<file path="src/hw/cbt_pkg.sv">
/*
 * Constants shared by both ends of the CAN timing, interrupt and filter
 * configuration block: register indices, field positions, masks, reset
 * values and the controller's own APB map.
 * Assumes a single 125 MHz clock domain for both ends.
 */
package cbt_pkg;
	// Device register indices on the register link
	localparam logic [1:0]  IDX_TIMING = 2'h0;
	localparam logic [1:0]  IDX_INTR   = 2'h1;
	localparam logic [1:0]  IDX_FILTER = 2'h2;
	localparam logic [1:0]  IDX_CTRL   = 2'h3;

	// Bit-timing register fields
	localparam int          PRESC_LSB  = 0;
	localparam int          SJW_LSB    = 6;
	localparam int          PROP_LSB   = 8;
	localparam int          PH1_LSB    = 11;
	localparam int          SAMPLE3_BIT = 14;
	localparam int          PH2PROG_BIT = 15;
	localparam int          PH2_LSB    = 16;
	localparam logic [31:0] TIMING_WMASK = 32'h0007_FFFF;
	localparam logic [5:0]  PRESC_MIN_SAMPLE3 = 6'h02;
	localparam logic [4:0]  QUANTA_MIN_EXCL = 5'h07;

	// Interrupt register layout
	localparam int          EN_HI_LSB  = 27;
	localparam int          EN_LO_LSB  = 16;
	localparam int          FL_HI_LSB  = 11;
	localparam int          FL_LO_LSB  = 0;
	localparam int          SYSERR_FLAG_BIT = 12;
	localparam int          NUM_EVENTS = 9;
	localparam logic [31:0] INTR_EN_MASK = 32'hF80F_0000;
	localparam logic [31:0] INTR_FL_MASK = 32'h0000_F80F;

	// Filter control: filter n occupies byte n
	localparam int          FLT_STRIDE = 8;
	localparam int          FLT_EN_OFS = 7;
	localparam int          FLT_MSEL_OFS = 5;
	localparam int          FLT_FSEL_OFS = 0;
	localparam int          NUM_FILTERS = 2;

	// Control register
	localparam int          ON_BIT     = 15;
	localparam int          OPMODE_LSB = 21;
	localparam logic [2:0]  OPMODE_CONFIG = 3'h4;
	localparam logic [31:0] CTRL_WMASK = 32'h00E0_8000;
	localparam logic [31:0] CTRL_RESET = 32'h0080_0000;

	// Controller APB map (byte addresses)
	localparam logic [7:0]  APB_CMD    = 8'h00;
	localparam logic [7:0]  APB_WDATA  = 8'h04;
	localparam logic [7:0]  APB_RDATA  = 8'h08;
	localparam logic [7:0]  APB_STATUS = 8'h0C;
	localparam logic [7:0]  APB_MASK   = 8'h10;
	localparam int          CMD_GO_BIT = 0;
	localparam int          CMD_WE_BIT = 1;
	localparam int          CMD_IDX_LSB = 4;
	localparam int          ST_DONE    = 0;
	localparam int          ST_REFUSED = 1;
	localparam int          ST_BUSY    = 2;

	typedef enum logic [1:0] {
		CBT_IDLE  = 2'h0,
		CBT_ISSUE = 2'h1
	} cbt_state_e;
endpackage : cbt_pkg

</file>
<file path="src/hw/cbt_if.sv">
/*
 * Register link between the controller and the configuration device.
 * Assumes both ends run on the same clock; the bench supplies it.
 */
`timescale 1ns/1ps
interface cbt_if;
	logic        req;
	logic        we;
	logic [1:0]  idx;
	logic [31:0] wdata;
	logic [31:0] rdata;
	logic        ack;
	logic        can_irq;

	modport device (input req, input we, input idx, input wdata,
		output rdata, output ack, output can_irq);
	modport ctrl (output req, output we, output idx, output wdata,
		input rdata, input ack, input can_irq);
endinterface : cbt_if

</file>
<file path="src/hw/cbt_dev.sv">
/*
 * Configuration device: bit-timing register with quantum tick, interrupt
 * enable/flag register, two acceptance filter controls, control register.
 * Register link: one access per req, answered by a one-cycle ack with
 * read data registered alongside; every access is acked, kept or not.
 * Assumes event inputs come from logic on pclk (no synchroniser) and that
 * the controller holds req until ack.
 * Assumes the controller screens timing and filter words; this end only
 * enforces the mode lock and the filter enable lock by itself.
 */
`timescale 1ns/1ps
module cbt_dev (
	input  wire logic                pclk,
	input  wire logic                presetn,
	cbt_if.device                    link,
	input  wire logic [8:0]          events,
	output logic                     module_on,
	output logic [2:0]               operating_mode_field,
	output logic                     quantum_tick,
	output logic [3:0]               propagation_segment,
	output logic [2:0]               resync_jump_width,
	output logic [3:0]               phase_one_segment,
	output logic [3:0]               phase_two_segment,
	output logic                     three_sample,
	output logic [1:0]               filter_enable,
	output logic [3:0]               filter_mask_choice,
	output logic [9:0]               filter_fifo_choice
);
	import cbt_pkg::*;

	typedef struct packed {
		logic [31:0] timing;
		logic [31:0] intr;
		logic [31:0] filter;
		logic [31:0] ctrl;
		logic [6:0]  tq_cnt;
		logic        tick;
		logic        ack;
		logic [31:0] rdata;
	} cbt_dev_s;

	// Whole device state and its combinational copy
	cbt_dev_s st;
	cbt_dev_s next_st;

	logic        wr;
	logic [31:0] event_bits;
	logic [6:0]  tq_last;
	logic [5:0]  presc;
	logic [2:0]  ph1_raw;
	logic [2:0]  ph2_raw;
	logic        ph2_prog;

	// Field views of the timing register
	// One decode shared by the phase outputs and the divider
	assign presc    = st.timing[PRESC_LSB +: 6];
	assign ph1_raw  = st.timing[PH1_LSB +: 3];
	assign ph2_raw  = st.timing[PH2_LSB +: 3];
	assign ph2_prog = st.timing[PH2PROG_BIT];

	// Last count of one quantum: 2*(presc+1) pclk periods
	// Seven bits cover the longest quantum of 128 periods
	assign tq_last = {presc, 1'b1};

	// Map the nine events onto their flag positions
	// Every high cycle of an event sets its flag again
	assign event_bits = (32'(events[8:4]) << FL_HI_LSB) | (32'(events[3:0]) << FL_LO_LSB);

	// A write acts once, at the edge that raises ack
	assign wr = link.req & link.we & ~st.ack;

	// Next-state logic for every register of the device
	always_comb begin
		// Defaults: hold every register, drop the one-cycle pulses
		next_st = st;
		next_st.tick = 1'b0;
		next_st.ack = link.req & ~st.ack;

		// Control register: module enable and operating mode
		// Only those bits are kept; the rest read zero
		if (wr && link.idx == IDX_CTRL) begin
			next_st.ctrl = link.wdata & CTRL_WMASK;
		end

		// Timing writes are dropped outside configuration mode
		// The access is still acked, so the link never stalls
		if (wr && link.idx == IDX_TIMING &&
			st.ctrl[OPMODE_LSB +: 3] == OPMODE_CONFIG) begin
			next_st.timing = link.wdata & TIMING_WMASK;
		end

		// Enables and flags; system error flag ignores software
		if (wr && link.idx == IDX_INTR) begin
			next_st.intr = (link.wdata & (INTR_EN_MASK | INTR_FL_MASK));
			next_st.intr[SYSERR_FLAG_BIT] = st.intr[SYSERR_FLAG_BIT];
		end
		// Turning the module off clears the system error flag
		// A flag raised while off stays until the next off edge
		if (st.ctrl[ON_BIT] && !next_st.ctrl[ON_BIT]) begin
			next_st.intr[SYSERR_FLAG_BIT] = 1'b0;
		end
		// Hardware set wins over any clear in the same cycle
		next_st.intr = next_st.intr | event_bits;

		// Each filter byte: enable always writable, fields only if disabled
		if (wr && link.idx == IDX_FILTER) begin
			for (int f = 0; f < NUM_FILTERS; f++) begin
				next_st.filter[f*FLT_STRIDE + FLT_EN_OFS] =
					link.wdata[f*FLT_STRIDE + FLT_EN_OFS];
				if (!st.filter[f*FLT_STRIDE + FLT_EN_OFS]) begin
					next_st.filter[f*FLT_STRIDE + FLT_MSEL_OFS +: 2] =
						link.wdata[f*FLT_STRIDE + FLT_MSEL_OFS +: 2];
					next_st.filter[f*FLT_STRIDE + FLT_FSEL_OFS +: 5] =
						link.wdata[f*FLT_STRIDE + FLT_FSEL_OFS +: 5];
				end
			end
		end

		// Quantum divider; held in reset while the module is off
		// Counting to an odd last value gives an even quantum
		if (!st.ctrl[ON_BIT]) begin
			next_st.tq_cnt = 7'h00;
		end else if (st.tq_cnt >= tq_last) begin
			next_st.tq_cnt = 7'h00;
			next_st.tick = 1'b1;
		end else begin
			next_st.tq_cnt = st.tq_cnt + 7'h01;
		end

		// Read data registered alongside ack; unused bits read zero
		// A write access returns the value from before the write
		if (link.req && !st.ack) begin
			case (link.idx)
				IDX_TIMING: next_st.rdata = st.timing;
				IDX_INTR:   next_st.rdata = st.intr;
				IDX_FILTER: next_st.rdata = st.filter;
				IDX_CTRL:   next_st.rdata = st.ctrl;
				default:    next_st.rdata = 32'h0000_0000;
			endcase
		end
	end

	// One register bank for all state
	// Control starts in configuration mode with the module off
	always_ff @(posedge pclk or negedge presetn) begin
		if (!presetn) begin
			st.timing <= 32'h0000_0000;
			st.intr   <= 32'h0000_0000;
			st.filter <= 32'h0000_0000;
			st.ctrl   <= CTRL_RESET;
			st.tq_cnt <= 7'h00;
			st.tick   <= 1'b0;
			st.ack    <= 1'b0;
			st.rdata  <= 32'h0000_0000;
		end else begin
			st <= next_st;
		end
	end

	// Link answers
	// Straight from flip-flops, so no combinational path on the link
	assign link.ack   = st.ack;
	assign link.rdata = st.rdata;

	// Request when any flag meets its enable
	// Combinational, so the request follows a flag in its own cycle
	assign link.can_irq = |((st.intr[EN_HI_LSB +: 5] & st.intr[FL_HI_LSB +: 5]))
		| |((st.intr[EN_LO_LSB +: 4] & st.intr[FL_LO_LSB +: 4]));

	// Timing outputs in quanta
	// Each length is its field value plus one
	assign quantum_tick         = st.tick;
	assign propagation_segment  = {1'b0, st.timing[PROP_LSB +: 3]} + 4'h1;
	assign resync_jump_width    = {1'b0, st.timing[SJW_LSB +: 2]} + 3'h1;
	assign phase_one_segment    = {1'b0, ph1_raw} + 4'h1;
	// Auto phase two equals phase one, so it never exceeds it
	assign phase_two_segment    = {1'b0, (ph2_prog ? ph2_raw : ph1_raw)} + 4'h1;
	assign three_sample         = st.timing[SAMPLE3_BIT];
	assign module_on            = st.ctrl[ON_BIT];
	assign operating_mode_field = st.ctrl[OPMODE_LSB +: 3];

	// Filter outputs, one slice per filter
	// Filter n sits in byte n of the filter control word
	genvar g;
	generate
		for (g = 0; g < NUM_FILTERS; g++) begin : g_flt
			assign filter_enable[g]          = st.filter[g*FLT_STRIDE + FLT_EN_OFS];
			assign filter_mask_choice[g*2 +: 2] = st.filter[g*FLT_STRIDE + FLT_MSEL_OFS +: 2];
			assign filter_fifo_choice[g*5 +: 5] = st.filter[g*FLT_STRIDE + FLT_FSEL_OFS +: 5];
		end
	endgenerate
endmodule : cbt_dev

</file>
<file path="src/flat_wrapper.sv">
// flat-port wrapper written by rule: the top's interface ports become plain ports
module cbt_dev_flat import cbt_pkg::*;
  (pclk, presetn, events, module_on, operating_mode_field, quantum_tick, propagation_segment, resync_jump_width, phase_one_segment, phase_two_segment, three_sample, filter_enable, filter_mask_choice, filter_fifo_choice, link_req, link_we, link_idx, link_wdata, link_rdata, link_ack, link_can_irq);
  cbt_if link_i ();
  input  wire logic pclk;
  input  wire logic presetn;
  input  wire logic [8:0] events;
  output logic module_on;
  output logic [2:0] operating_mode_field;
  output logic quantum_tick;
  output logic [3:0] propagation_segment;
  output logic [2:0] resync_jump_width;
  output logic [3:0] phase_one_segment;
  output logic [3:0] phase_two_segment;
  output logic three_sample;
  output logic [1:0] filter_enable;
  output logic [3:0] filter_mask_choice;
  output logic [9:0] filter_fifo_choice;
  input wire logic [$bits(link_i.req)-1:0] link_req;
  input wire logic [$bits(link_i.we)-1:0] link_we;
  input wire logic [$bits(link_i.idx)-1:0] link_idx;
  input wire logic [$bits(link_i.wdata)-1:0] link_wdata;
  output wire logic [$bits(link_i.rdata)-1:0] link_rdata;
  output wire logic [$bits(link_i.ack)-1:0] link_ack;
  output wire logic [$bits(link_i.can_irq)-1:0] link_can_irq;
  assign link_i.req = link_req;
  assign link_i.we = link_we;
  assign link_i.idx = link_idx;
  assign link_i.wdata = link_wdata;
  assign link_rdata = link_i.rdata;
  assign link_ack = link_i.ack;
  assign link_can_irq = link_i.can_irq;
  cbt_dev u_core (.pclk(pclk), .presetn(presetn), .link(link_i), .events(events), .module_on(module_on), .operating_mode_field(operating_mode_field), .quantum_tick(quantum_tick), .propagation_segment(propagation_segment), .resync_jump_width(resync_jump_width), .phase_one_segment(phase_one_segment), .phase_two_segment(phase_two_segment), .three_sample(three_sample), .filter_enable(filter_enable), .filter_mask_choice(filter_mask_choice), .filter_fifo_choice(filter_fifo_choice));
endmodule
</file>
<file path="config.mk">
export PLATFORM = sky130hd
export DESIGN_NAME = cbt_dev_flat
export DESIGN_NICKNAME = d
export VERILOG_FILES = /design/src/hw/cbt_pkg.sv /design/src/hw/cbt_if.sv /design/src/hw/cbt_dev.sv /design/src/flat_wrapper.sv
export SDC_FILE = /design/constraint.sdc
export NUM_CORES = 1
export LEC_CHECK = 0
export ABC_AREA = 1
export ABC_CLOCK_PERIOD_IN_PS = 3960
export BUFFER_PORTS_ARGS = -buffer_cell sky130_fd_sc_hd__clkbuf_2
export CAP_MARGIN = 10
export CORE_ASPECT_RATIO = 1.25
export CORE_MARGIN = 4
export CORE_UTILIZATION = 50
export CTS_CLUSTER_DIAMETER = 100
export DETAILED_ROUTE_END_ITERATION = 16
export PLACE_DENSITY = 0.81
export SKIP_LAST_GASP = 1
export SLEW_MARGIN = 25
export SYNTH_ARGS = -nofsm -noshare
export SYNTH_HDL_FRONTEND = slang
export SYNTH_SLANG_ARGS = --single-unit
</file>
<file path="constraint.sdc">
create_clock -name pclk -period 3.96 [get_ports pclk]
set_input_delay 0.594 -clock pclk [delete_from_list [all_inputs] [get_ports pclk]]
set_output_delay 0.594 -clock pclk [all_outputs]
set_load 0.01 [all_outputs]
</file>
==> flow_summary.ini <==
[route]
dr.pass1.iters = 5
via_per_inst = 4.91
drtIter0Drc = 238
routed_wl_mm = 10.8
route.vias.total = 3725
drcViolationCount = 0
postRouteAntennaNets = 0
post_drt_wl_per_cell_um = 14.2

[cts]
cts_root_buf = clkbuf_16
cts_buffers = 9
cts.sinks = 94
path_clk_slew_ns = 0.06
clk_latency_ns = 0.34
post_cts_buffers = 0
hold_buffers = 0
cts_resized = 0
cts_max_path_buffers = 2
htreeDepth = 3
cts_tree = built

[timing]
tightest_slew_ns = 0.814
rsz0062_at_grt = false
fin_tns_setup_ns = 0
finalHoldViolCount = 0
fmax_mhz = 427
finalSetupViolCount = 0
max_slew_margin_pct = 45.7
clock_skew_ns = 0.00614
drv_slew = 0
fin_crit_sh_pct = 59.1
period_needed_ns = 2.34

[global_routing]
grt_overflow = 0
grt_usage_pct = 20.7
grt_pass1_wl_mm = 17.8
antenna_found_initial = 0
grt_start_max_net_pins = 67
grt_pass1_vias = 3716

[power]
internal-power_mw = 1.89
p_per_area_mw_per_mm2 = 535
seq_power_share_pct = 46.9
p_sw_share_pct = 33.2
ir_drop_mv = 0.257
power.share.clock_pct = 28.1
switchingPower_mw = 0.940
total_leakage_power_nw = 2.91
combPwrFrac_pct = 25.0

[hold_path]
hold_class = input port to async pin

[setup_path]
critPathRequiredTime_ns = 3.37
crit_path_max_fanout = 6
slowest_delay_ns = 0.45
arrival_ns = 1.75
critPathTopFamily = flip-flops
critPathKind = flop to output pin
crit_chain = o21ai_0 > inv_1 > ha_1 > xnor2_1 > clkbuf_2
endpoint_kind = output pin
crit_slowest_cell = dfrtp_1
cp.buffers_inverters = 2
setup.worst_path.start_class = flop

[floorplanning]
die_w_um = 95.3
fp-row-count = 39
ios = 118
initial_core_util_pct = 51.7
coreArea_mm2 = 0.00922
die_area_mm2 = 0.0112
die_y_um = 117

[finish]
drive_above_1_share_pct = 22.4
n_antenna_cell = 0
nNetsFinal = 689
final_util_pct = 57.4
synthToLayoutAreaGrowth_pct = 11.0
instances_no_fill = 758

[synth]
yosys_register_bits = 94
netlist_area_mm2 = 0.00477
yosysTopAreaCell = dfrtp_1
synth.avg_cell_area_um2 = 8.37
synth_sequential_area_ratio_pct = 49.4
yosysWarningCount = 0
synth_cells = 570
yosysTopAreaCellShare_pct = 48.8
synthDistinctLibCells = 33
synth_area_leaders = dfrtp_1 (49%), nand2_1 (14%), buf_4 (8.5%), inv_1 (4.4%), a21oi_1 (3.4%)

[place]
dp.cells = 743
port_buffers = 109
dp_hpwl_mm = 8.05
place.gp.congestion = 0.868

[outcome]
status = completed

[run]
drv_cap = 0
-- cells by family after synthesis --
group / Yosys count / share of synthesized area [%]
AOI/OAI and AO/OA: 86 / 9.63
xor gates and xnor gates: 4 / 0.735
adders and majority gates: 11 / 2.89
buffers and inverters: 127 / 15.2
DFF: 94 / 49.4
other: 1 / 0.0786
and+or+nand+nor: 247 / 22.1
-- worst reg2reg max path, stage by stage (launching register included) --
cell	delay (ns)
dfrtp_1	0.45
nor2_2	0.60
inv_2	0.41
a21oi_1	0.24
a21oi_1	0.09
-- Yosys cell counts, drive strengths merged --
cell and instances:
nand2 181, dfrtp 93, buf 63, inv 61, o21ai 42, nor2 36
a21oi 32, nand3 25, ha 11, o211ai 6, clkbuf 3, xor2 3
nand4 2, nor3 2, o21bai 2, a21boi 1, conb 1, dfstp 1
nand3b 1, o21a 1, o22ai 1, o31ai 1, xnor2 1
-- power groups by stage --
stage	logic, mW	registers [mW]	clock network (mW)
after floorplan	0.571	1.29	0
after global placement	0.690	1.33	0
after detailed placement	0.717	1.34	0
after CTS	0.720	1.33	0.813
after global routing	0.815	1.36	0.851
final	0.709	1.33	0.795
-- cell type report --
class	count	area [um^2]
Multi-Input combinational cell	352	1700
Inverter	61	229
Timing Repair Buffer	113	578
Tap cell	123	154
Sequential cell	94	2350
Fill cell	829	3930
Clock inverter	3	20.0
Clock buffer	12	256
-- registers in the layout, summed over array words and instances (netlist names) --
name,cells
u_core.filter_enable,2
u_core.filter_fifo_choice,10
u_core.filter_mask_choice,4
u_core.link.ack,1
u_core.link.rdata,28
u_core.module_on,1
u_core.operating_mode_field,3
u_core.ph1_raw,3
u_core.ph2_prog,1
u_core.ph2_raw,3
u_core.presc,6
u_core.quantum_tick,1
u_core.st,30
u_core.three_sample,1
-- final timing paths --
path                                                   start                                          to  slack, ns  depth (start not counted)
max in group asynchronous                            presetn  u_core.operating_mode_field[2]$_DFFE_PN1N_       2.69                          2
min reg2reg                u_core.link.rdata[11]$_DFFE_PN0P_           u_core.link.rdata[11]$_DFFE_PN0P_       0.48                          2
max                            u_core.ph1_raw[0]$_DFFE_PN0P_                        phase_two_segment[2]       1.62                          5
max reg2reg                        u_core.link.ack$_DFF_PN0_            u_core.link.rdata[5]$_DFFE_PN0P_       2.04                          4
min                                                  presetn    u_core.filter_fifo_choice[7]$_DFFE_PN0P_       0.35                          1
min in group pclk                                  events[5]                    u_core.st[117]$_DFF_PN0_       0.45                          3
-- per-stage QoR --
stage	cell area, um^2	setup WS [ns]	total power, mW	hold slack (ns)
finish	5290	1.62	2.83	0.349
global route	5290	1.47	3.02	0.428
CTS	5290	1.62	2.86	0.381
detailed placement	5010	1.79	2.06	0.467
global placement	5010	1.83	2.02	0.467
floorplan	4780	2.02	1.86	0.298
-- layer usage --
| metal | track usage [%] | up-vias | part of all wire [%] |
|---|---|---|---|
| li1 | - | 1870 | - |
| met2 | 36.4 | 94 | 52 |
| met5 | 0 | - | 0 |
| met4 | 8.95 | 0 | 2.0 |
| met1 | 25.2 | 1747 | 40 |
| met3 | 3.07 | 14 | 5.8 |
-- placed cells by master (no fill, tap or decap), drive strengths merged, types with 2 or more instances in the layout --
master,n
nand2,181
clkbuf,120
dfrtp,93
inv,61
o21ai,42
nor2,36
a21oi,32
nand3,25
ha,11
o211ai,6
buf,5
conb,4
xor2,3
nor3,2
o21bai,2
nand4,2
clkinvlp,2
Note: power is estimated with default switching activity, not from simulation.
